--- config.mk ---
export PLATFORM = sky130hd
export DESIGN_NAME = supply_supervisor_watchdog
export DESIGN_NICKNAME = d
export VERILOG_FILES = /design/src/core/supervisor_pkg.sv /design/src/core/supply_supervisor_watchdog.sv /design/src/core/pin_sync.sv /design/src/core/delay_counter.sv
export SDC_FILE = /design/constraint.sdc
export NUM_CORES = 1
export LEC_CHECK = 0
export ABC_AREA = 1
export BUFFER_PORTS_ARGS = -buffer_cell sky130_fd_sc_hd__buf_2
export CAP_MARGIN = 20
export CORE_UTILIZATION = 45
export CTS_BUF_LIST = sky130_fd_sc_hd__clkbuf_16
export DETAILED_ROUTE_END_ITERATION = 10
export GPL_TIMING_DRIVEN = 0
export PLACE_DENSITY = 0.61
export SLEW_MARGIN = 20
export SYNTH_ARGS = -nofsm -noshare
export SYNTH_HDL_FRONTEND = slang
export SYNTH_SLANG_ARGS = --single-unit
--- constraint.sdc ---
create_clock -name clk -period 2.3 [get_ports clk]
set_clock_uncertainty 0.15 [all_clocks]
set_input_delay 0.23 -clock clk [delete_from_list [all_inputs] [get_ports clk]]
set_output_delay 0.23 -clock clk [all_outputs]
set_load 0.02 [all_outputs]
--- src/core/supervisor_pkg.sv ---
// Constants shared by the supply supervisor and its helpers.
// Assumes a single 100 MHz clock; all delays are counts of that clock.
package supervisor_pkg;

  // ---------------------------------------------------------------
  // Clock rate
  // ---------------------------------------------------------------
  localparam int CLK_MHZ = 100;             // Cycles per microsecond

  // ---------------------------------------------------------------
  // Nominal times, in microseconds
  // ---------------------------------------------------------------
  localparam int T_INIT_US    = 30000;      // Power-up hold, 30 ms
  localparam int T_TIMEOUT_US = 7000;       // Watchdog timeout, 7 ms
  localparam int T_REINIT_US  = 6000;       // Reinit hold, 6 ms
  localparam int T_CYCLE_US   = 13000;      // Restart cycle, 13 ms
  localparam int T_KICK_US    = 20;         // Least kick pulse, 20 us

  // ---------------------------------------------------------------
  // Derived cycle counts
  // ---------------------------------------------------------------
  localparam int INIT_CYCLES    = T_INIT_US * CLK_MHZ;
  localparam int TIMEOUT_CYCLES = T_TIMEOUT_US * CLK_MHZ;
  localparam int REINIT_CYCLES  = T_REINIT_US * CLK_MHZ;
  localparam int CYCLE_CYCLES   = T_CYCLE_US * CLK_MHZ;
  localparam int KICK_CYCLES    = T_KICK_US * CLK_MHZ;

  // Counter width; 2**23 covers the 30 ms hold
  localparam int CNT_W = 23;

  // ---------------------------------------------------------------
  // Sync input bit positions
  // ---------------------------------------------------------------
  localparam int SYN_KICK    = 0;
  localparam int SYN_ON      = 1;
  localparam int SYN_TRIP    = 2;
  localparam int SYN_RELEASE = 3;
  localparam int SYN_ADJ     = 4;
  localparam int SYN_RAW     = 5;
  localparam int SYN_W       = 6;

  // ---------------------------------------------------------------
  // Values after reset
  // ---------------------------------------------------------------
  localparam logic RST_RESET_N = 1'b0;     // Processor held in reset
  localparam logic RST_WARN    = 1'b0;
  localparam logic RST_OUT_EN  = 1'b0;     // Output off until sampled
  localparam logic RST_UV      = 1'b1;     // Assume undervoltage

  // ---------------------------------------------------------------
  // Supervisor states
  // ---------------------------------------------------------------
  typedef enum logic [2:0] {
    ST_POWER_UP = 3'h1,
    ST_RUN      = 3'h2,
    ST_WD_HOLD  = 3'h4
  } sup_state_type;

endpackage

--- src/core/supply_supervisor_watchdog.sv ---
// Supervisory logic of a processor supply regulator: power-up hold,
// watchdog with periodic restart, undervoltage reset, early warning.
// Assumes analog comparators deliver the supply levels as logic pins.
`timescale 1ns/1ps
`default_nettype none
module supply_supervisor_watchdog #(
  parameter int INIT_CYCLES    = supervisor_pkg::INIT_CYCLES,
  parameter int TIMEOUT_CYCLES = supervisor_pkg::TIMEOUT_CYCLES,
  parameter int REINIT_CYCLES  = supervisor_pkg::REINIT_CYCLES
) (
  input  wire logic clk,
  input  wire logic resetn,
  input  wire logic clk_en,
  input  wire logic watchdog_kick,
  input  wire logic on_control,
  input  wire logic out_below_trip,
  input  wire logic out_below_release,
  input  wire logic regulator_supply_low,
  input  wire logic raw_supply_sense_low,
  output logic      reset_n,
  output logic      halt_n,
  output logic      power_fail_warn,
  output logic      regulated_output_en
);

  localparam int CW = supervisor_pkg::CNT_W;

  // ---------------------------------------------------------------
  // Elaboration checks
  // ---------------------------------------------------------------
  if (INIT_CYCLES < 1 || TIMEOUT_CYCLES < 1 || REINIT_CYCLES < 1) begin : g_bad_min
    $error("delay counts must be at least one cycle");
  end
  if (INIT_CYCLES >= (1 << CW) - 1 || TIMEOUT_CYCLES >= (1 << CW) - 1 ||
      REINIT_CYCLES >= (1 << CW) - 1) begin : g_bad_max
    $error("delay counts exceed the counter width");
  end
  // Restart cycle only matches its nominal figure at default counts
  if (supervisor_pkg::TIMEOUT_CYCLES + supervisor_pkg::REINIT_CYCLES !=
      supervisor_pkg::CYCLE_CYCLES) begin : g_bad_cycle
    $error("restart cycle is not timeout plus reinit");
  end

  // Limits at counter width
  localparam logic [CW-1:0] INIT_LAST    = CW'(INIT_CYCLES - 1);
  localparam logic [CW-1:0] TIMEOUT_LAST = CW'(TIMEOUT_CYCLES - 1);
  localparam logic [CW-1:0] REINIT_LAST  = CW'(REINIT_CYCLES - 1);

  // ---------------------------------------------------------------
  // Pin synchronisers
  // ---------------------------------------------------------------
  wire [supervisor_pkg::SYN_W-1:0] pins_raw = {
    raw_supply_sense_low,
    regulator_supply_low,
    out_below_release,
    out_below_trip,
    on_control,
    watchdog_kick
  };
  logic [supervisor_pkg::SYN_W-1:0] pins_s;

  pin_sync #(
    .W (supervisor_pkg::SYN_W)
  ) u_sync (
    .clk    (clk),
    .resetn (resetn),
    .clk_en (clk_en),
    .pin    (pins_raw),
    .level  (pins_s)
  );

  // Synchronised levels
  wire kick_s    = pins_s[supervisor_pkg::SYN_KICK];
  wire on_s      = pins_s[supervisor_pkg::SYN_ON];
  wire trip_s    = pins_s[supervisor_pkg::SYN_TRIP];
  wire release_s = pins_s[supervisor_pkg::SYN_RELEASE];
  wire adj_low_s = pins_s[supervisor_pkg::SYN_ADJ];
  wire raw_low_s = pins_s[supervisor_pkg::SYN_RAW];

  // ---------------------------------------------------------------
  // Kick edge detector
  // ---------------------------------------------------------------
  logic kick_prev_q;

  // Only a rise counts; a stuck-high kick never rearms
  wire kick_rise = kick_s & ~kick_prev_q;

  always_ff @(posedge clk) begin
    if (!resetn) begin
      kick_prev_q <= 1'b0;
    end else if (clk_en) begin
      kick_prev_q <= kick_s;
    end
  end

  // ---------------------------------------------------------------
  // Output undervoltage with hysteresis
  // ---------------------------------------------------------------
  logic uv_q;

  // Trip sets, only rising above the upper level clears; set wins
  wire uv_d = trip_s | (uv_q & release_s);

  always_ff @(posedge clk) begin
    if (!resetn) begin
      uv_q <= supervisor_pkg::RST_UV;
    end else if (clk_en) begin
      uv_q <= uv_d;
    end
  end

  // ---------------------------------------------------------------
  // Fault summary
  // ---------------------------------------------------------------
  // Standby turns the output off, so it restarts the init hold too
  wire standby = ~on_s;
  wire fault   = uv_q | adj_low_s | standby;

  // ---------------------------------------------------------------
  // Delay counter
  // ---------------------------------------------------------------
  supervisor_pkg::sup_state_type state_q;
  supervisor_pkg::sup_state_type state_d;
  logic [CW-1:0]                 elapsed;

  // ---------------------------------------------------------------
  // State decode
  // ---------------------------------------------------------------
  wire in_power_up = (state_q == supervisor_pkg::ST_POWER_UP);
  wire in_run      = (state_q == supervisor_pkg::ST_RUN);
  wire in_hold     = (state_q == supervisor_pkg::ST_WD_HOLD);
  // Kicks outside run are ignored; the processor is held then anyway
  wire run_kick    = in_run & kick_rise;

  // Span ends compare against the last count, not the length
  wire init_done = in_power_up & (elapsed == INIT_LAST);
  wire hold_done = in_hold & (elapsed == REINIT_LAST);
  // A kick in the very last cycle still counts as in time
  wire timed_out = in_run & (elapsed == TIMEOUT_LAST) & ~kick_rise;

  // ---------------------------------------------------------------
  // Next state
  // ---------------------------------------------------------------
  // Any fault overrides the sequence and restarts the power-up hold
  always_comb begin
    state_d = state_q;
    unique case (state_q)
      supervisor_pkg::ST_POWER_UP: begin
        if (init_done) begin
          state_d = supervisor_pkg::ST_RUN;
        end
      end
      supervisor_pkg::ST_RUN: begin
        if (timed_out) begin
          state_d = supervisor_pkg::ST_WD_HOLD;
        end
      end
      // Leaving the hold rearms the timeout, so silence repeats the cycle
      supervisor_pkg::ST_WD_HOLD: begin
        if (hold_done) begin
          state_d = supervisor_pkg::ST_RUN;
        end
      end
      // Codes that are not one-hot fall back to the safe state
      default: begin
        state_d = supervisor_pkg::ST_POWER_UP;
      end
    endcase
    if (fault) begin
      state_d = supervisor_pkg::ST_POWER_UP;
    end
  end

  // ---------------------------------------------------------------
  // Count control
  // ---------------------------------------------------------------
  // Each state measures its own span from zero, so one counter serves all
  wire state_change = (state_d != state_q);
  wire count_clear  = fault | state_change | run_kick;

  delay_counter #(
    .W (CW)
  ) u_delay (
    .clk    (clk),
    .resetn (resetn),
    .clk_en (clk_en),
    .clear  (count_clear),
    .count  (elapsed)
  );

  // ---------------------------------------------------------------
  // Registers
  // ---------------------------------------------------------------
  // Reset and halt flops load what the state will be, so they switch with it
  wire run_next = (state_d == supervisor_pkg::ST_RUN);

  // State register
  always_ff @(posedge clk) begin
    if (!resetn) begin
      state_q <= supervisor_pkg::ST_POWER_UP;
    end else if (clk_en) begin
      state_q <= state_d;
    end
  end

  // Reset and halt share one source, so they cannot drift apart
  always_ff @(posedge clk) begin
    if (!resetn) begin
      reset_n <= supervisor_pkg::RST_RESET_N;
      halt_n  <= supervisor_pkg::RST_RESET_N;
    end else if (clk_en) begin
      reset_n <= run_next;
      halt_n  <= run_next;
    end
  end

  // Warning and output enable follow their synchronised pins
  always_ff @(posedge clk) begin
    if (!resetn) begin
      power_fail_warn     <= supervisor_pkg::RST_WARN;
      regulated_output_en <= supervisor_pkg::RST_OUT_EN;
    end else if (clk_en) begin
      power_fail_warn     <= raw_low_s;
      regulated_output_en <= on_s;
    end
  end

  // ---------------------------------------------------------------
  // Assertions
  // ---------------------------------------------------------------
  // Guards qualify on clk_en, since a frozen cycle advances nothing
  halt_mirror_a: assert property (@(posedge clk) disable iff (!resetn)
      halt_n == reset_n)
    else $error("halt output differs from reset output");

  fault_reset_a: assert property (@(posedge clk) disable iff (!resetn)
      clk_en && fault |=> !reset_n)
    else $error("reset not asserted during a supply fault");

  wd_timeout_a: assert property (@(posedge clk) disable iff (!resetn)
      clk_en && timed_out && !fault |=> !reset_n && in_hold)
    else $error("watchdog timeout did not assert reset");

  hold_release_a: assert property (@(posedge clk) disable iff (!resetn)
      clk_en && hold_done && !fault |=> reset_n && in_run)
    else $error("reset not released after the restart hold");

  init_release_a: assert property (@(posedge clk) disable iff (!resetn)
      clk_en && init_done && !fault |=> reset_n && in_run)
    else $error("reset not released after the power-up hold");

  kick_rearm_a: assert property (@(posedge clk) disable iff (!resetn)
      clk_en && run_kick && !fault |=> in_run && elapsed == '0)
    else $error("kick edge did not restart the timeout");

  uv_hold_a: assert property (@(posedge clk) disable iff (!resetn)
      clk_en && uv_q && release_s |=> uv_q)
    else $error("undervoltage cleared below the release level");

  uv_clear_a: assert property (@(posedge clk) disable iff (!resetn)
      clk_en && !trip_s && !release_s |=> !uv_q)
    else $error("undervoltage held above the release level");

  warn_follow_a: assert property (@(posedge clk) disable iff (!resetn)
      clk_en |=> power_fail_warn == $past(raw_low_s))
    else $error("warning output does not follow the raw supply level");

  standby_off_a: assert property (@(posedge clk) disable iff (!resetn)
      clk_en && !on_s |=> !regulated_output_en)
    else $error("output left on in standby");

  // ---------------------------------------------------------------
  // Cover points
  // ---------------------------------------------------------------
  // Main scenarios: power-up release, timeout, restart, standby
  init_seen_c: cover property (@(posedge clk) disable iff (!resetn)
    clk_en && init_done);
  timeout_seen_c: cover property (@(posedge clk) disable iff (!resetn)
    clk_en && timed_out);
  restart_seen_c: cover property (@(posedge clk) disable iff (!resetn)
    clk_en && hold_done);
  standby_seen_c: cover property (@(posedge clk) disable iff (!resetn)
    clk_en && standby && in_power_up);

endmodule // supply_supervisor_watchdog
`default_nettype wire

--- src/core/pin_sync.sv ---
// Two-flop synchroniser for a group of asynchronous pin levels.
// Assumes each bit is an independent level; no bus coherence.
`timescale 1ns/1ps
`default_nettype none
module pin_sync #(
  parameter int W = 1
) (
  input  wire logic         clk,
  input  wire logic         resetn,
  input  wire logic         clk_en,
  input  wire logic [W-1:0] pin,
  output logic      [W-1:0] level
);

  // Elaboration check
  if (W < 1) begin : g_bad_w
    $error("pin group must be at least one bit wide");
  end

  // ---------------------------------------------------------------
  // Synchroniser chain
  // ---------------------------------------------------------------
  logic [W-1:0] meta_q;

  // First stage is read only by the second
  always_ff @(posedge clk) begin
    if (!resetn) begin
      meta_q <= '0;
      level  <= '0;
    end else if (clk_en) begin
      meta_q <= pin;
      level  <= meta_q;
    end
  end

endmodule // pin_sync
`default_nettype wire

--- src/core/delay_counter.sv ---
// Saturating up-counter that measures time since the last clear.
// Assumes the owner compares the count against its own limits.
`timescale 1ns/1ps
`default_nettype none
module delay_counter #(
  parameter int W = 8
) (
  input  wire logic         clk,
  input  wire logic         resetn,
  input  wire logic         clk_en,
  input  wire logic         clear,
  output logic      [W-1:0] count
);

  // Elaboration check
  if (W < 1) begin : g_bad_w
    $error("counter must be at least one bit wide");
  end

  // ---------------------------------------------------------------
  // Count logic
  // ---------------------------------------------------------------
  wire         at_max  = (count == {W{1'b1}});
  wire [W-1:0] count_d = clear ? '0 : (at_max ? count : count + 1'b1);

  // Saturation stops a wrap from faking a short interval
  always_ff @(posedge clk) begin
    if (!resetn) begin
      count <= '0;
    end else if (clk_en) begin
      count <= count_d;
    end
  end

endmodule // delay_counter
`default_nettype wire

# [Word-level counts from Yosys, hierarchy flattened]
# Index checks and enable logic that the tools add are counted.
[word_totals] register_bits=43 output_inout_bits=4
[op_classes] add_sub_neg=1 eq_ne=10 muxes=7 bitwise_logic=15 reduce_logical=1
[op_table] operator="== test 23 x 20 -> 1 bit, second input constant" count=2
[op_table] operator="2-to-1 mux 23 bit" count=2
[op_table] operator="adder 23 x 1 -> 23 bit, second input constant" count=1
[op_table] operator="== test 23 x 22 -> 1 bit, second input constant" count=1
[op_table] operator="== test 23 bit, second input constant" count=1
[op_table] operator="2-to-1 mux 3 bit" count=4
[op_table] operator="case mux 3 bit (3 select lines)" count=1
[op_table] operator="AND 1 bit" count=7
[op_table] operator="== test 3 x 2 -> 1 bit, second input constant" count=2
[op_table] operator="bitwise OR 1 bit" count=5
[op_table] operator="== test 3 x 1 -> 1 bit, second input constant" count=1
[op_table] operator="== test 3 bit, second input constant" count=1
[op_table] operator="inequality test 3 bit" count=1
[op_table] operator="NOT 1 bit" count=3
[op_table] operator="inequality test 2 x 1 -> 1 bit, second input constant" count=1
[op_table] operator="AND reduction 2 bit" count=1

# [Logic depth before layout (Yosys ltp)]
# Gate-level depths: netlist (run 1).
[depth] word_depth=12 depth_mapped=16 ltp_nobuf=15

# [Cells and area by module]
# Synthesis (run 1) repeated with hierarchy kept, for this count alone.
[hier_totals] cells_unflattened=507 hier_area_um2=2884.0
[modules_own_cells] mod="delay_counter" instances=1 cells_per_inst=290 area_each_um2=1645.3 seq_area_each_um2=460.4
[modules_own_cells] mod="supply_supervisor_watchdog" instances=1 cells_per_inst=142 area_each_um2=745.7 seq_area_each_um2=160.2
[modules_own_cells] mod="pin_sync" instances=1 cells_per_inst=75 area_each_um2=493.0 seq_area_each_um2=240.2

# [Worst setup path after synthesis (run 1)]
# No wires, ideal clock.
[synth_timing] path_type="register to register" startpoint="register u_delay.count[0]" endpoint="register u_delay.count[10]" setup_ps=115 t_arrival_ps=1884 t_required_ps=2035 path_slack_ps=151 path_stages_with_launch=12 path_buffers=1 period_less_slack_ps=2149 cell_sequence="dfxtp_1 > ha_1 > nand3_4 > nor3_2 > nand3_1 > nor3_2 > nand4_1 > nor2_2 > nand3_4 > buf_2 > a21oi_1 > nor2_1"
[synth_via] elab_chain_cells=11
[synth_lines] element="start, declared" line="delay_counter.sv:12" source="output logic [W-1:0] count"
[synth_lines] element="start signal, assigned" line="delay_counter.sv:31" source="count <= count_d;"
[synth_lines] element="== test 23 x 20 -> 1 bit" line="supply_supervisor_watchdog.sv:139" source="wire timed_out = in_run & (elapsed == TIMEOUT_LAST) & ~kick_rise;"
[synth_lines] element="AND 1 bit (2 in a row)" line="supply_supervisor_watchdog.sv:139"
[synth_lines] element="2-to-1 mux 3 bit" line="supply_supervisor_watchdog.sv:154" source="if (timed_out) begin"
[synth_lines] element="case mux 3 bit (3 select lines)" line="supply_supervisor_watchdog.sv:147" source="unique case (state_q)"
[synth_lines] element="2-to-1 mux 3 bit" line="supply_supervisor_watchdog.sv:169" source="if (fault) begin"
[synth_lines] element="inequality test 3 bit" line="supply_supervisor_watchdog.sv:178" source="wire state_change = (state_d != state_q);"
[synth_lines] element="bitwise OR 1 bit (2 in a row)" line="supply_supervisor_watchdog.sv:179" source="wire count_clear = fault | state_change | run_kick;"
[synth_lines] element="inequality test 2 x 1 -> 1 bit (no line)"
[synth_lines] element="AND reduction 2 bit (no line)"
# Several ways; a longest one is shown, not always the timed one. The select of a mux whose other input is x is not followed.
# A chain may end at the register's enable or synchronous reset.

# [Worst setup path in the final report (run 1)]
[layout_timing] startpoint="register u_delay.count[1]" endpoint="register u_delay.count[15]"
# The elaborated chain is that of the path after synthesis.

==> metrics.md, run 1 <==
| Metric | Value |
|---|---|
| Status | finished, violations left |
| Failing checks | setup timing |
| Ys async rst share | 0 |
| RSZ-0062 raised after global routing | true |
| GRT Total Usage | 0.2618 |
| Final hold violations | 0 |
| Clk pwr share | 0.414 |
| CP max stage cell | dfxtp_4 |
| Boundary Pins | 13 |
| Routed len/inst | 14.39 um |
| Worst Setup End Kind | flop |
| Final core occ | 0.5875 |
| Largest net degree at the start of global routing | 16 |
| Critical path peak fanout | 6 |
| Sw Share | 0.2821 |
| Clk_lat worst skew | 0.29 ns |
| Via-to-Cell Ratio | 5.290 |
| Multi-input combinational cell area | 1659 sq um |
| Hold WS | 0.009909 ns |
| Worst path bufs/invs | 1 |
| DRC errors left | 0 |
| Sink Count | 43 |
| Int Pwr | 1.273 mW |
| # rows | 27 |
| Number of buffers added on ports | 11 |
| Final Cycle Share | 1.015 |
| Vias in the first global route | 2507 |
| Arrival @ worst endpoint | ~2.4 ns |
| Die area | between 6000 and 7000 sq um |
| Power Total | around 1.8 mW |
| P_leak | 1.479 nW |
| Antenna cells | 0 |
| Critical R2R Launch | u_delay.count[1]$_SDFFE_PN0P_ |
| Post-synthesis net count | approximately 430 |
| Place WS | -0.2999 ns |
| Final setup viols | 16 |
| Area delta synth->final | 22.98% |
| Initial antenna violation count | 0 |
| FF-to-FF setup slack | -0.03 ns |
| Most common cell on crit path | nand3_4 |
| Register area | 875.8 sq um |
| Synth Instances | between 400 and 500 |
| Initial DRC Count | roughly 180 |
| Slew HR | 0.5996 |
| Die Ht | slightly below 80 um |
| Worst Path Required | 2.38 ns |
| Final ANT Viol Nets | 0 |
| F_max | 428.4 MHz |
| Synth Register Bits | 43 |
| Hold path cells | 3 |
| Final wirelength | 7.699 mm |
| Post-Syn Area | 2695 sq um |
| Synthesized area per cell | 6.356 sq um |
| Initial core utilization | 0.4777 |
| Final min period | 2.334 ns |
| GRT overflow | 0 |
| Global-route wire length before repair | 12.77 mm |
| Reg-to-reg endpoint | u_delay.count[15]$_SDFFE_PN0P_ |
| Filler instances | 555 |
| Crit-path cells | ha_4 > nand3_4 > nor3_4 > nand3_2 > nor3_2 > nand4_1 > nor2_4 > nand3_4 > buf_4 > nand3_1 > nand2_1 > nor2_1 |
| Max-cap check violation count | 0 |
| Core region area | between 5000 and 6000 sq um |
| Hold_sp | out_below_release |
| GPL Wtd Cong | around 0.98 |
| Worst-case reg-to-reg path depth | 12 |
| Fin nets | around 470 |
| Switch Pwr | 0.5003 mW |
| Post-DP HPWL | 5.196 mm |
| Maximum clock insertion buffer count | 2 |
| Final worst slack | -0.03450 ns |
| Register area share after synthesis | 0.3194 |
| Clock root buffer | clkbuf_16 |
| Vias | 2830 |
| TritonCTS Buffers | 5 |
| Slew Limit Fails | 0 |
| Layout cells sized above 1 | 0.2203 |
| Sequential share of power | 0.465 |
| Die W | 79.39 um |
| HP Class | primary input to flop |
| Worst path max stage delay | approximately 0.36 ns |
| Yosys warnings | 0 |
| Startpoint Class | flop |
| CP delay by family, top | simple AND/OR/NAND/NOR gates |
| Share of total power in combinational logic | 0.121 |
| Main synth FF type | dfxtp_1 |
| CTS tree | done |
| Crit Path Category | flop to flop |
| Reg clk slew, reported paths | 0.07 ns |
| Power Dens Cells | 535.0 nW/um^2 |
| Unique cell type count in the Yosys netlist | 28 |
| Worst hold endpoint | u_sync.meta_q[3]$_SDFFE_PN0P_ |
| Max VDD drop | around 0.32 mV |
| EDFF count, synth | 0 |
| DR pass1 iterations | 4 |
| H-tree levels | 2 |
| Slew @ Worst Pin | 0.6006 ns |
-- metal layers --
metal	vias to the layer above	GRT usage	wire length [um]	part of all wire
li1	1441	-	-	-
met1	1311	0.3833	3757	0.49
met2	66	0.3836	3432	0.45
met3	12	0.05029	390	0.051
met4	0	0.07818	119	0.015
met5	-	0	0	0
-- Yosys cell counts (3+ instances only) --
master / n / area, sq um
nor3_2: 3 / 30.03
xor2_1: 14 / 122.6
nor3_1: 8 / 40.04
nand3_4: 3 / 52.55
dfxtp_1: 43 / 860.8
nand2_1: 70 / 262.8
buf_4: 4 / 30.03
buf_2: 9 / 45.04
buf_1: 5 / 18.77
nand3_1: 63 / 315.3
nor4_1: 3 / 18.77
inv_2: 7 / 26.28
xnor2_1: 3 / 26.28
inv_1: 34 / 127.6
o21ai_0: 20 / 100.1
nor2_1: 78 / 292.8
clkbuf_1: 6 / 22.52
nand2_2: 6 / 37.54
nand4_1: 6 / 37.54
a21oi_1: 29 / 145.1
-- layout by cell type (no fill, tap or decap), types with 3 or more instances in the layout --
| master | count |
|---|---|
| nand2_1 | 66 |
| nor2_1 | 74 |
| nor3_1 | 7 |
| dfxtp_1 | 35 |
| nand4_1 | 6 |
| nand3_1 | 61 |
| clkbuf_16 | 5 |
| dfxtp_2 | 6 |
| buf_4 | 19 |
| clkbuf_1 | 6 |
| xor2_1 | 14 |
| nor2_2 | 5 |
| a21oi_2 | 6 |
| xnor2_1 | 3 |
| nor4_1 | 3 |
| buf_6 | 11 |
| nand3_4 | 4 |
| buf_2 | 14 |
| nand2_2 | 9 |
| o21ai_0 | 20 |
| inv_1 | 34 |
| a21oi_1 | 23 |
| buf_1 | 5 |
| inv_2 | 7 |
-- power by group through the flow --
stage          sequential, mW  combinational, mW  clock, mW
3_5_place_dp            0.839              0.196          0
3_3_place_gp            0.838              0.193          0
5_1_grt                 0.830              0.246      0.790
4_1_cts                 0.822              0.203      0.749
2_1_floorplan           0.831              0.149          0
6_report                0.825              0.214      0.734
-- tightest hold or removal path: stages --
cell and delay [ns]:
buf_2 0.07, nor2_1 0.03, nor2_1 0.08
-- how the worst max path moves through the flow --
| stage | start | end | slack (ns) | depth (start not counted) |
|---|---|---|---|---|
| floorplan | u_delay.count[0]$_SDFFE_PN0P_ | u_delay.count[10]$_SDFFE_PN0P_ | 0.15 | 11 |
| global placement | u_delay.count[0]$_SDFFE_PN0P_ | u_delay.count[14]$_SDFFE_PN0P_ | -0.29 | 13 |
| detailed placement | u_delay.count[0]$_SDFFE_PN0P_ | u_delay.count[12]$_SDFFE_PN0P_ | -0.30 | 13 |
| CTS | u_delay.count[1]$_SDFFE_PN0P_ | u_delay.count[12]$_SDFFE_PN0P_ | 0.01 | 13 |
| global route | u_delay.count[9]$_SDFFE_PN0P_ | u_delay.count[20]$_SDFFE_PN0P_ | -0.24 | 15 |
| finish | u_delay.count[1]$_SDFFE_PN0P_ | u_delay.count[15]$_SDFFE_PN0P_ | -0.03 | 12 |
-- layout make-up --
type | count | area share
inverters | 43 | 0.04870
multi-input cells | 314 | 0.5006
well taps | 72 | 0.02718
flip-flops and latches | 43 | 0.2643
repair buffers | 30 | 0.06304
clock inverters | 3 | 0.007550
clock buffers | 5 | 0.03775
plain buffers | 25 | 0.05096
-- stage by stage --
step / setup TNS [ns] / instances / cell area (sq um)
floorplan: 0 / 424 / 2695
global placement: -6.187 / 507 / 2840
detailed placement: -6.377 / 507 / 2840
CTS: 0 / 527 / 3166
global route: -3.993 / 535 / 3314
finish: -0.2657 / 535 / 3314
-- flip-flops by register name, summed over array words and instances (netlist names) --
| register | cells |
|---|---|
| kick_prev_q | 1 |
| regulated_output_en | 1 |
| u_sync.meta_q | 6 |
| u_delay.count | 23 |
| u_sync.level | 6 |
| halt_n | 1 |
| power_fail_warn | 1 |
| uv_q | 1 |
| state_q | 3 |
-- kinds of logic after synthesis --
family	synth area share
buffers and inverters	0.1072
XOR/XNOR	0.05525
AO/OA/AOI/OAI	0.09517
AND/OR/NAND/NOR	0.4183
flip-flops	0.3194
adder cells (fa/ha/maj)	0.004642
-- what timing repair did --
item	in CTS	in global routing
resized for setup	23	35
pin swaps	4	15
buffers inserted	8	7
endpoints found under the setup margin	23	23
hold buffers	0	0
gates cloned	4	1
Note: power is estimated with default switching activity, not from simulation.
==> inputs of run 2 (changes only) <==
--- a/config.mk
+++ b/config.mk
@@ -8,10 +8,10 @@
 export ABC_AREA = 1
 export BUFFER_PORTS_ARGS = -buffer_cell sky130_fd_sc_hd__buf_2
 export CAP_MARGIN = 20
+export CORE_ASPECT_RATIO = 1.25
 export CORE_UTILIZATION = 45
 export CTS_BUF_LIST = sky130_fd_sc_hd__clkbuf_16
 export DETAILED_ROUTE_END_ITERATION = 10
-export GPL_TIMING_DRIVEN = 0
 export PLACE_DENSITY = 0.61
 export SLEW_MARGIN = 20
 export SYNTH_ARGS = -nofsm -noshare
==> run 2 against run 1 <==
Effect of this change: the flow now finishes without violations; critical path type unchanged; clock power up 11%; worst setup slack improved by 0.15 ns; sequential power barely moved; clock-buffer cell count unchanged; non-clock buffer count fell by 22; final cell count down 5.4%.
==> metrics.md, run 2 (synthesized netlist as in run 1, its figures left out) <==
| Metric | Value |
|---|---|
| Area delta synth->final | 16.20% (was 22.98%) |
| Routed len/inst | 12.52 um (was 14.39 um) |
| GPL Wtd Cong | 0.9284 (was 0.9813) |
| Int Pwr | 1.380 mW (was 1.273 mW) |
| Arrival @ worst endpoint | 2.22 ns (was 2.41 ns) |
| CP delay by family, top | simple AND/OR/NAND/NOR gates (unchanged) |
| Commonest non-fill, non-tap cells in the layout | nor2_1 (77), nand2_1 (69), nand3_1 (59) (was nor2_1 (74), nand2_1 (66), nand3_1 (61)) |
| Number of buffers added on ports | 12 (was 11) |
| Worst Path Required | 2.33 ns (was 2.38 ns) |
| Most common cell after layout, fill and taps aside | nor2_1 (unchanged) |
| Final min period | 2.189 ns (was 2.334 ns) |
| Fin nets | 449 (was 472) |
| Final ANT Viol Nets | 0 (unchanged) |
| Final Cycle Share | 0.9518 (was 1.015) |
| Sink Count | 43 (unchanged) |
| Initial DRC Count | 174 (was 176) |
| Max VDD drop | 0.4284 mV (was 0.3217 mV) |
| Hold path cells | 3 (unchanged) |
| HP Class | primary input to flop (unchanged) |
| Core region area | 5779 sq um (was 5642 sq um) |
| Max FFs per register | 23 (unchanged) |
| Worst path bufs/invs | 1 (unchanged) |
| Critical path peak fanout | 24 (was 6) |
| RSZ-0062 raised after global routing | true (unchanged) |
| Clk pwr share | 0.443 (was 0.414) |
| Die W | 71.22 um (was 79.39 um) |
| Initial antenna violation count | 0 (unchanged) |
| H-tree levels | 2 (unchanged) |
| Biggest regs | u_delay.count x23, u_sync.level x6, u_sync.meta_q x6 (unchanged) |
| Max-cap check violation count | 0 (unchanged) |
| Vias in the first global route | 2437 (was 2507) |
| Final hold violations | 0 (unchanged) |
| Post-DP HPWL | 4.469 mm (was 5.196 mm) |
| Final setup viols | 0 (was 16) |
| Power Dens Cells | 588.7 nW/um^2 (was 535.0 nW/um^2) |
| Slew @ Worst Pin | 0.4780 ns (was 0.6006 ns) |
| CP max stage cell | dfxtp_4 (unchanged) |
| Vias | 2659 (was 2830) |
| GRT Total Usage | 0.2186 (was 0.2618) |
| TritonCTS Buffers | 5 (unchanged) |
| Largest net degree at the start of global routing | 38 (was 16) |
| Power Total | 1.844 mW (was 1.773 mW) |
| Worst Setup End Kind | flop (unchanged) |
| Die Ht | 88.53 um (was 79.39 um) |
| Antenna cells | 0 (unchanged) |
| Via-to-Cell Ratio | 5.255 (was 5.290) |
| P_leak | 1.411 nW (was 1.479 nW) |
| # rows | 31 (was 27) |
| Slew HR | 0.6794 (was 0.5996) |
| Status | completed (was finished, violations left) |
| Register with the highest flop count | u_delay.count (unchanged) |
| Clock root buffer | clkbuf_16 (unchanged) |
| DR pass1 iterations | 5 (was 4) |
| Final wirelength | 6.334 mm (was 7.699 mm) |
| Slew Limit Fails | 0 (unchanged) |
| GRT overflow | 0 (unchanged) |
| Clk_lat worst skew | 0.29 ns (about the same) |
| DRC errors left | 0 (unchanged) |
| Switch Pwr | 0.4634 mW (was 0.5003 mW) |
| Layout cells sized above 1 | 0.1750 (was 0.2203) |
| Most common cell on crit path | nand2_2 (was nand3_4) |
| Reg clk slew, reported paths | 0.06 ns (was 0.07 ns) |
| Setup TNS | 0 ns (was -0.2657 ns) |
| Initial core utilization | 0.4663 (was 0.4777) |
| Maximum clock insertion buffer count | 2 (unchanged) |
| Startpoint Class | flop (unchanged) |
| Die area | 6305 sq um (was 6303 sq um) |
| CTS tree | done (unchanged) |
| Sw Share | 0.2514 (was 0.2821) |
| Crit-path cells | ha_4 > nand3_4 > nor3_4 > nand3_2 > nand2_2 > nand2_2 > nor2_2 > nand2_1 > nand2_2 > nand3_4 > buf_12 > a21oi_1 > nor2_1 (was ha_4 > nand3_4 > nor3_4 > nand3_2 > nor3_2 > nand4_1 > nor2_4 > nand3_4 > buf_4 > nand3_1 > nand2_1 > nor2_1) |
| Worst-case reg-to-reg path depth | 13 (was 12) |
| Crit Path Category | flop to flop (unchanged) |
| Global-route wire length before repair | 10.92 mm (was 12.77 mm) |
| Share of total power in combinational logic | 0.110 (was 0.121) |
| Sequential share of power | 0.447 (was 0.465) |
| Worst path max stage delay | 0.37 ns (was 0.36 ns) |
| WP depth | 13 (was 12) |
| Boundary Pins | 13 (unchanged) |
| F_max | 456.8 MHz (was 428.4 MHz) |
-- run 2: cell types whose count changed in the layout (fill, tap and decap cells not counted), moves of 5 or more --
cell / delta
buf_6: -9
a21oi_1: +6
a21oi_2: -6
clkbuf_1: -6
buf_1: -5
-- run 2: metal layers --
| layer | up-vias | part of all wire | global-route usage |
|---|---|---|---|
| li1 | 1394 | - | - |
| met4 | 0 | 0.027 | 0.08909 |
| met2 | 67 | 0.49 | 0.3913 |
| met3 | 13 | 0.035 | 0.03531 |
| met1 | 1185 | 0.45 | 0.2607 |
| met5 | - | 0 | 0 |
-- run 2: layout make-up --
class                           count  area, sq um
Clock inverter                      3        42.54
Clock buffer                        5        125.1
Multi-Input combinational cell    313         1589
Sequential cell                    43        873.3
Timing Repair Buffer               33        257.7
Tap cell                           66        82.58
Inverter                           43        161.4
Fill cell                         585         2648
-- run 2: final timing paths --
check	to	slack, ns	startpoint
worst max register to register	u_delay.count[2]$_SDFFE_PN0P_	0.11	u_delay.count[1]$_SDFFE_PN0P_
worst max-delay path	u_delay.count[2]$_SDFFE_PN0P_	0.11	u_delay.count[1]$_SDFFE_PN0P_
worst min register to register	kick_prev_q$_SDFFE_PN0P_	0.30	kick_prev_q$_SDFFE_PN0P_
worst min-delay path	u_sync.meta_q[3]$_SDFFE_PN0P_	0.01	out_below_release
-- run 2: tightest hold or removal path, delay by kind of cell --
kind                   cells  cell delay [ns]
AND/OR/NAND/NOR            2             0.11
buffers and inverters      1             0.07
-- run 2: repair_timing --
action,4_1_cts,5_1_grt
hold buffers,0,0
gates resized for setup,5,17
buffers inserted,2,0
endpoints found under the setup margin,22,23
pin swaps,2,1
-- run 2: power groups by stage --
stage	clock, mW	combinational, mW	sequential (mW)
finish	0.817	0.202	0.825
global route	0.862	0.233	0.831
CTS	0.836	0.201	0.822
detailed placement	0	0.199	0.839
global placement	0	0.198	0.838
floorplan	0	0.149	0.831
-- run 2: stage by stage --
| stage | utilization | setup slack [ns] | cell area, sq um | hold WS, ns | cells |
|---|---|---|---|---|---|
| floorplan | - | 0.1514 | 2695 | 0.2149 | 424 |
| global placement | 0.4979 | 0.01584 | 2878 | 0.2896 | 496 |
| detailed placement | 0.4979 | -0.05258 | 2878 | 0.2944 | 496 |
| CTS | 0.5326 | 0.01409 | 3078 | 0.01334 | 506 |
| global route | 0.5419 | -0.05733 | 3132 | 0.01560 | 506 |
| finish | 0.5419 | 0.1108 | 3132 | 0.01478 | 506 |
==> inputs of run 3 (changes only) <==
--- a/config.mk
+++ b/config.mk
@@ -12,7 +12,7 @@
 export CORE_UTILIZATION = 45
 export CTS_BUF_LIST = sky130_fd_sc_hd__clkbuf_16
 export DETAILED_ROUTE_END_ITERATION = 10
-export PLACE_DENSITY = 0.61
+export PLACE_DENSITY = 0.63
 export SLEW_MARGIN = 20
 export SYNTH_ARGS = -nofsm -noshare
 export SYNTH_HDL_FRONTEND = slang
==> run 3 against run 2 <==
Effect of this change: utilization is 0.32 points higher; worst setup slack worse by 0.072 ns; combinational power rose by 6%; largest power group unchanged.
==> metrics.md, run 3 (synthesized netlist as in run 1, its figures left out) <==
| Metric | Value |
|---|---|
| Worst hold endpoint | u_sync.meta_q[2]$_SDFFE_PN0P_ (was u_sync.meta_q[3]$_SDFFE_PN0P_) |
| Status | completed (unchanged) |
| Non-Filler Instances | 510 (was 506) |
| Final min period | 2.261 ns (was 2.189 ns) |
| Place WS | 0.01915 ns (was -0.05258 ns) |
| Slew HR | 0.6700 (was 0.6794) |
| Crit Path Category | flop to flop (unchanged) |
| Placed Cells | 498 (was 496) |
| RSZ-0062 raised after global routing | true (unchanged) |
| P_leak | 1.437 nW (was 1.411 nW) |
| Max FFs per register | 23 (unchanged) |
| Sw Share | 0.2747 (was 0.2514) |
| GPL Wtd Cong | 0.9596 (was 0.9284) |
| Routed len/inst | 13.62 um (was 12.52 um) |
| Max VDD drop | 0.4259 mV (was 0.4284 mV) |
| Worst-case reg-to-reg path depth | 13 (unchanged) |
| Initial DRC Count | 120 (was 174) |
| Area delta synth->final | 16.90% (was 16.20%) |
| Final Cycle Share | 0.9831 (was 0.9518) |
| Via-to-Cell Ratio | 5.404 (was 5.255) |
| Initial core utilization | 0.4663 (unchanged) |
| Largest net degree at the start of global routing | 45 (was 38) |
| Reg-to-reg endpoint | u_delay.count[17]$_SDFFE_PN0P_ (was u_delay.count[2]$_SDFFE_PN0P_) |
| TritonCTS Buffers | 5 (unchanged) |
| Most common cell after layout, fill and taps aside | nor2_1 (unchanged) |
| GRT overflow | 0 (unchanged) |
| Vias | 2756 (was 2659) |
| Boundary Pins | 13 (unchanged) |
| # rows | 31 (unchanged) |
| Worst Setup End Kind | flop (unchanged) |
| HP Class | primary input to flop (unchanged) |
| Sink Count | 43 (unchanged) |
| Register with the highest flop count | u_delay.count (unchanged) |
| Vias in the first global route | 2402 (was 2437) |
| Hold_sp | out_below_trip (was out_below_release) |
| GRT Total Usage | 0.2244 (was 0.2186) |
| Setup TNS | 0 ns (unchanged) |
| Number of buffers added on ports | 12 (unchanged) |
| Arrival @ worst endpoint | 2.29 ns (was 2.22 ns) |
| Global-route wire length before repair | 11.07 mm (was 10.92 mm) |
| Hold WS | 0.01024 ns (was 0.01478 ns) |
| Final core occ | 0.5451 (was 0.5419) |
| Switch Pwr | 0.4841 mW (was 0.4634 mW) |
| Reg clk slew, reported paths | 0.07 ns (was 0.06 ns) |
| Worst Path Required | 2.33 ns (about the same) |
| Power Dens Cells | 559.3 nW/um^2 (was 588.7 nW/um^2) |
| Final setup viols | 0 (unchanged) |
| F_max | 442.3 MHz (was 456.8 MHz) |
| Die W | 71.22 um (unchanged) |
| Critical R2R Launch | u_delay.count[0]$_SDFFE_PN0P_ (was u_delay.count[1]$_SDFFE_PN0P_) |
| Commonest non-fill, non-tap cells in the layout | nor2_1 (77), nand2_1 (69), nand3_1 (62) (was nor2_1 (77), nand2_1 (69), nand3_1 (59)) |
| DR pass1 iterations | 4 (was 5) |
| Int Pwr | 1.278 mW (was 1.380 mW) |
| Final worst slack | 0.03894 ns (was 0.1108 ns) |
| DRC errors left | 0 (unchanged) |
| Fin nets | 453 (was 449) |
| FF-to-FF setup slack | 0.04 ns (was 0.11 ns) |
| Hold path cells | 3 (unchanged) |
| Final wirelength | 6.946 mm (was 6.334 mm) |
| Slew @ Worst Pin | 0.4920 ns (was 0.4780 ns) |
| Biggest regs | u_delay.count x23, u_sync.level x6, u_sync.meta_q x6 (unchanged) |
| Clock root buffer | clkbuf_16 (unchanged) |
| Final hold violations | 0 (unchanged) |
| Final ANT Viol Nets | 0 (unchanged) |
| Critical path peak fanout | 11 (was 24) |
| CTS tree | done (unchanged) |
| Cts hold-fix bufs | 0 (unchanged) |
| Core region area | 5779 sq um (unchanged) |
| Max-cap check violation count | 0 (unchanged) |
| H-tree levels | 2 (unchanged) |
| Startpoint Class | flop (unchanged) |
| Clk pwr share | 0.412 (was 0.443) |
| Die Ht | 88.53 um (unchanged) |
| Share of total power in combinational logic | 0.122 (was 0.110) |
| Slew Limit Fails | 0 (unchanged) |
| Initial antenna violation count | 0 (unchanged) |
| Clk_lat worst skew | 0.29 ns (about the same) |
| Sequential share of power | 0.466 (was 0.447) |
| Layout cells sized above 1 | 0.1802 (was 0.1750) |
| Post-DP HPWL | 4.644 mm (was 4.469 mm) |
| Antenna cells | 0 (unchanged) |
| Maximum clock insertion buffer count | 2 (unchanged) |
| Die area | 6305 sq um (unchanged) |
run 3: cell types whose count changed in the layout (fill, tap and decap cells not counted), moves of 4 or more:
cell,change
buf_4,+5
a21oi_2,+5
dfxtp_1,+4
a21oi_1,-5
run 3: worst max-delay path by stage:
stage                                endpoint  slack, ns  cells after the start                           from
4_1_cts         u_delay.count[1]$_SDFFE_PN0P_       0.01                     14  u_delay.count[1]$_SDFFE_PN0P_
6_report       u_delay.count[17]$_SDFFE_PN0P_       0.04                     13  u_delay.count[0]$_SDFFE_PN0P_
5_1_grt        u_delay.count[17]$_SDFFE_PN0P_      -0.09                     13  u_delay.count[0]$_SDFFE_PN0P_
3_5_place_dp   u_delay.count[10]$_SDFFE_PN0P_       0.02                     13  u_delay.count[1]$_SDFFE_PN0P_
3_3_place_gp   u_delay.count[10]$_SDFFE_PN0P_       0.07                     13  u_delay.count[1]$_SDFFE_PN0P_
2_1_floorplan  u_delay.count[10]$_SDFFE_PN0P_       0.15                     11  u_delay.count[0]$_SDFFE_PN0P_
run 3: area by class of cell:
class	instances	area [sq um]
fillers	607	2629
multi-input cells	313	1598
flip-flops and latches	43	865.8
repair buffers	37	294.0
inverters	43	161.4
clock buffers	5	125.1
well taps	66	82.58
clock inverters	3	23.77
run 3: power by group through the flow:
stage | logic (mW) | clock network (mW) | registers, mW
after detailed placement | 0.207 | 0 | 0.835
after CTS | 0.209 | 0.738 | 0.819
after global routing | 0.243 | 0.770 | 0.827
final | 0.215 | 0.726 | 0.821
after floorplan | 0.149 | 0 | 0.831
after global placement | 0.203 | 0 | 0.835
run 3: through the flow:
step	instance area (sq um)	power, mW
6_report	3151	1.762
5_1_grt	3151	1.840
4_1_cts	3050	1.766
3_3_place_gp	2893	1.037
2_1_floorplan	2695	0.9808
3_5_place_dp	2893	1.043
run 3: layer usage:
metal / share of wire / GRT usage
met5: 0 / 0
met1: 0.42 / 0.2621
met3: 0.038 / 0.03645
met4: 0.037 / 0.1036
met2: 0.51 / 0.4026
run 3: repair_timing:
action | 4_1_cts | 5_1_grt
hold endpoints to repair | 0 | 0
cloned | 0 | 2
setup endpoints to repair | 17 | 23
resized for setup | 2 | 14
setup buffers | 0 | 2
pin swaps | 0 | 1
run 3: worst max-delay path, stage by stage, from the launching register on:
cell and delay, ns:
dfxtp_2 0.36, ha_4 0.15, nand3_4 0.13, nor3_4 0.25, nand3_1 0.10, nand2_1 0.08
nand2_2 0.08, nor2_2 0.13, nand2_1 0.07, nand2_2 0.12, nand3_4 0.13, clkbuf_16 0.20
a21oi_1 0.13, nor2_1 0.06
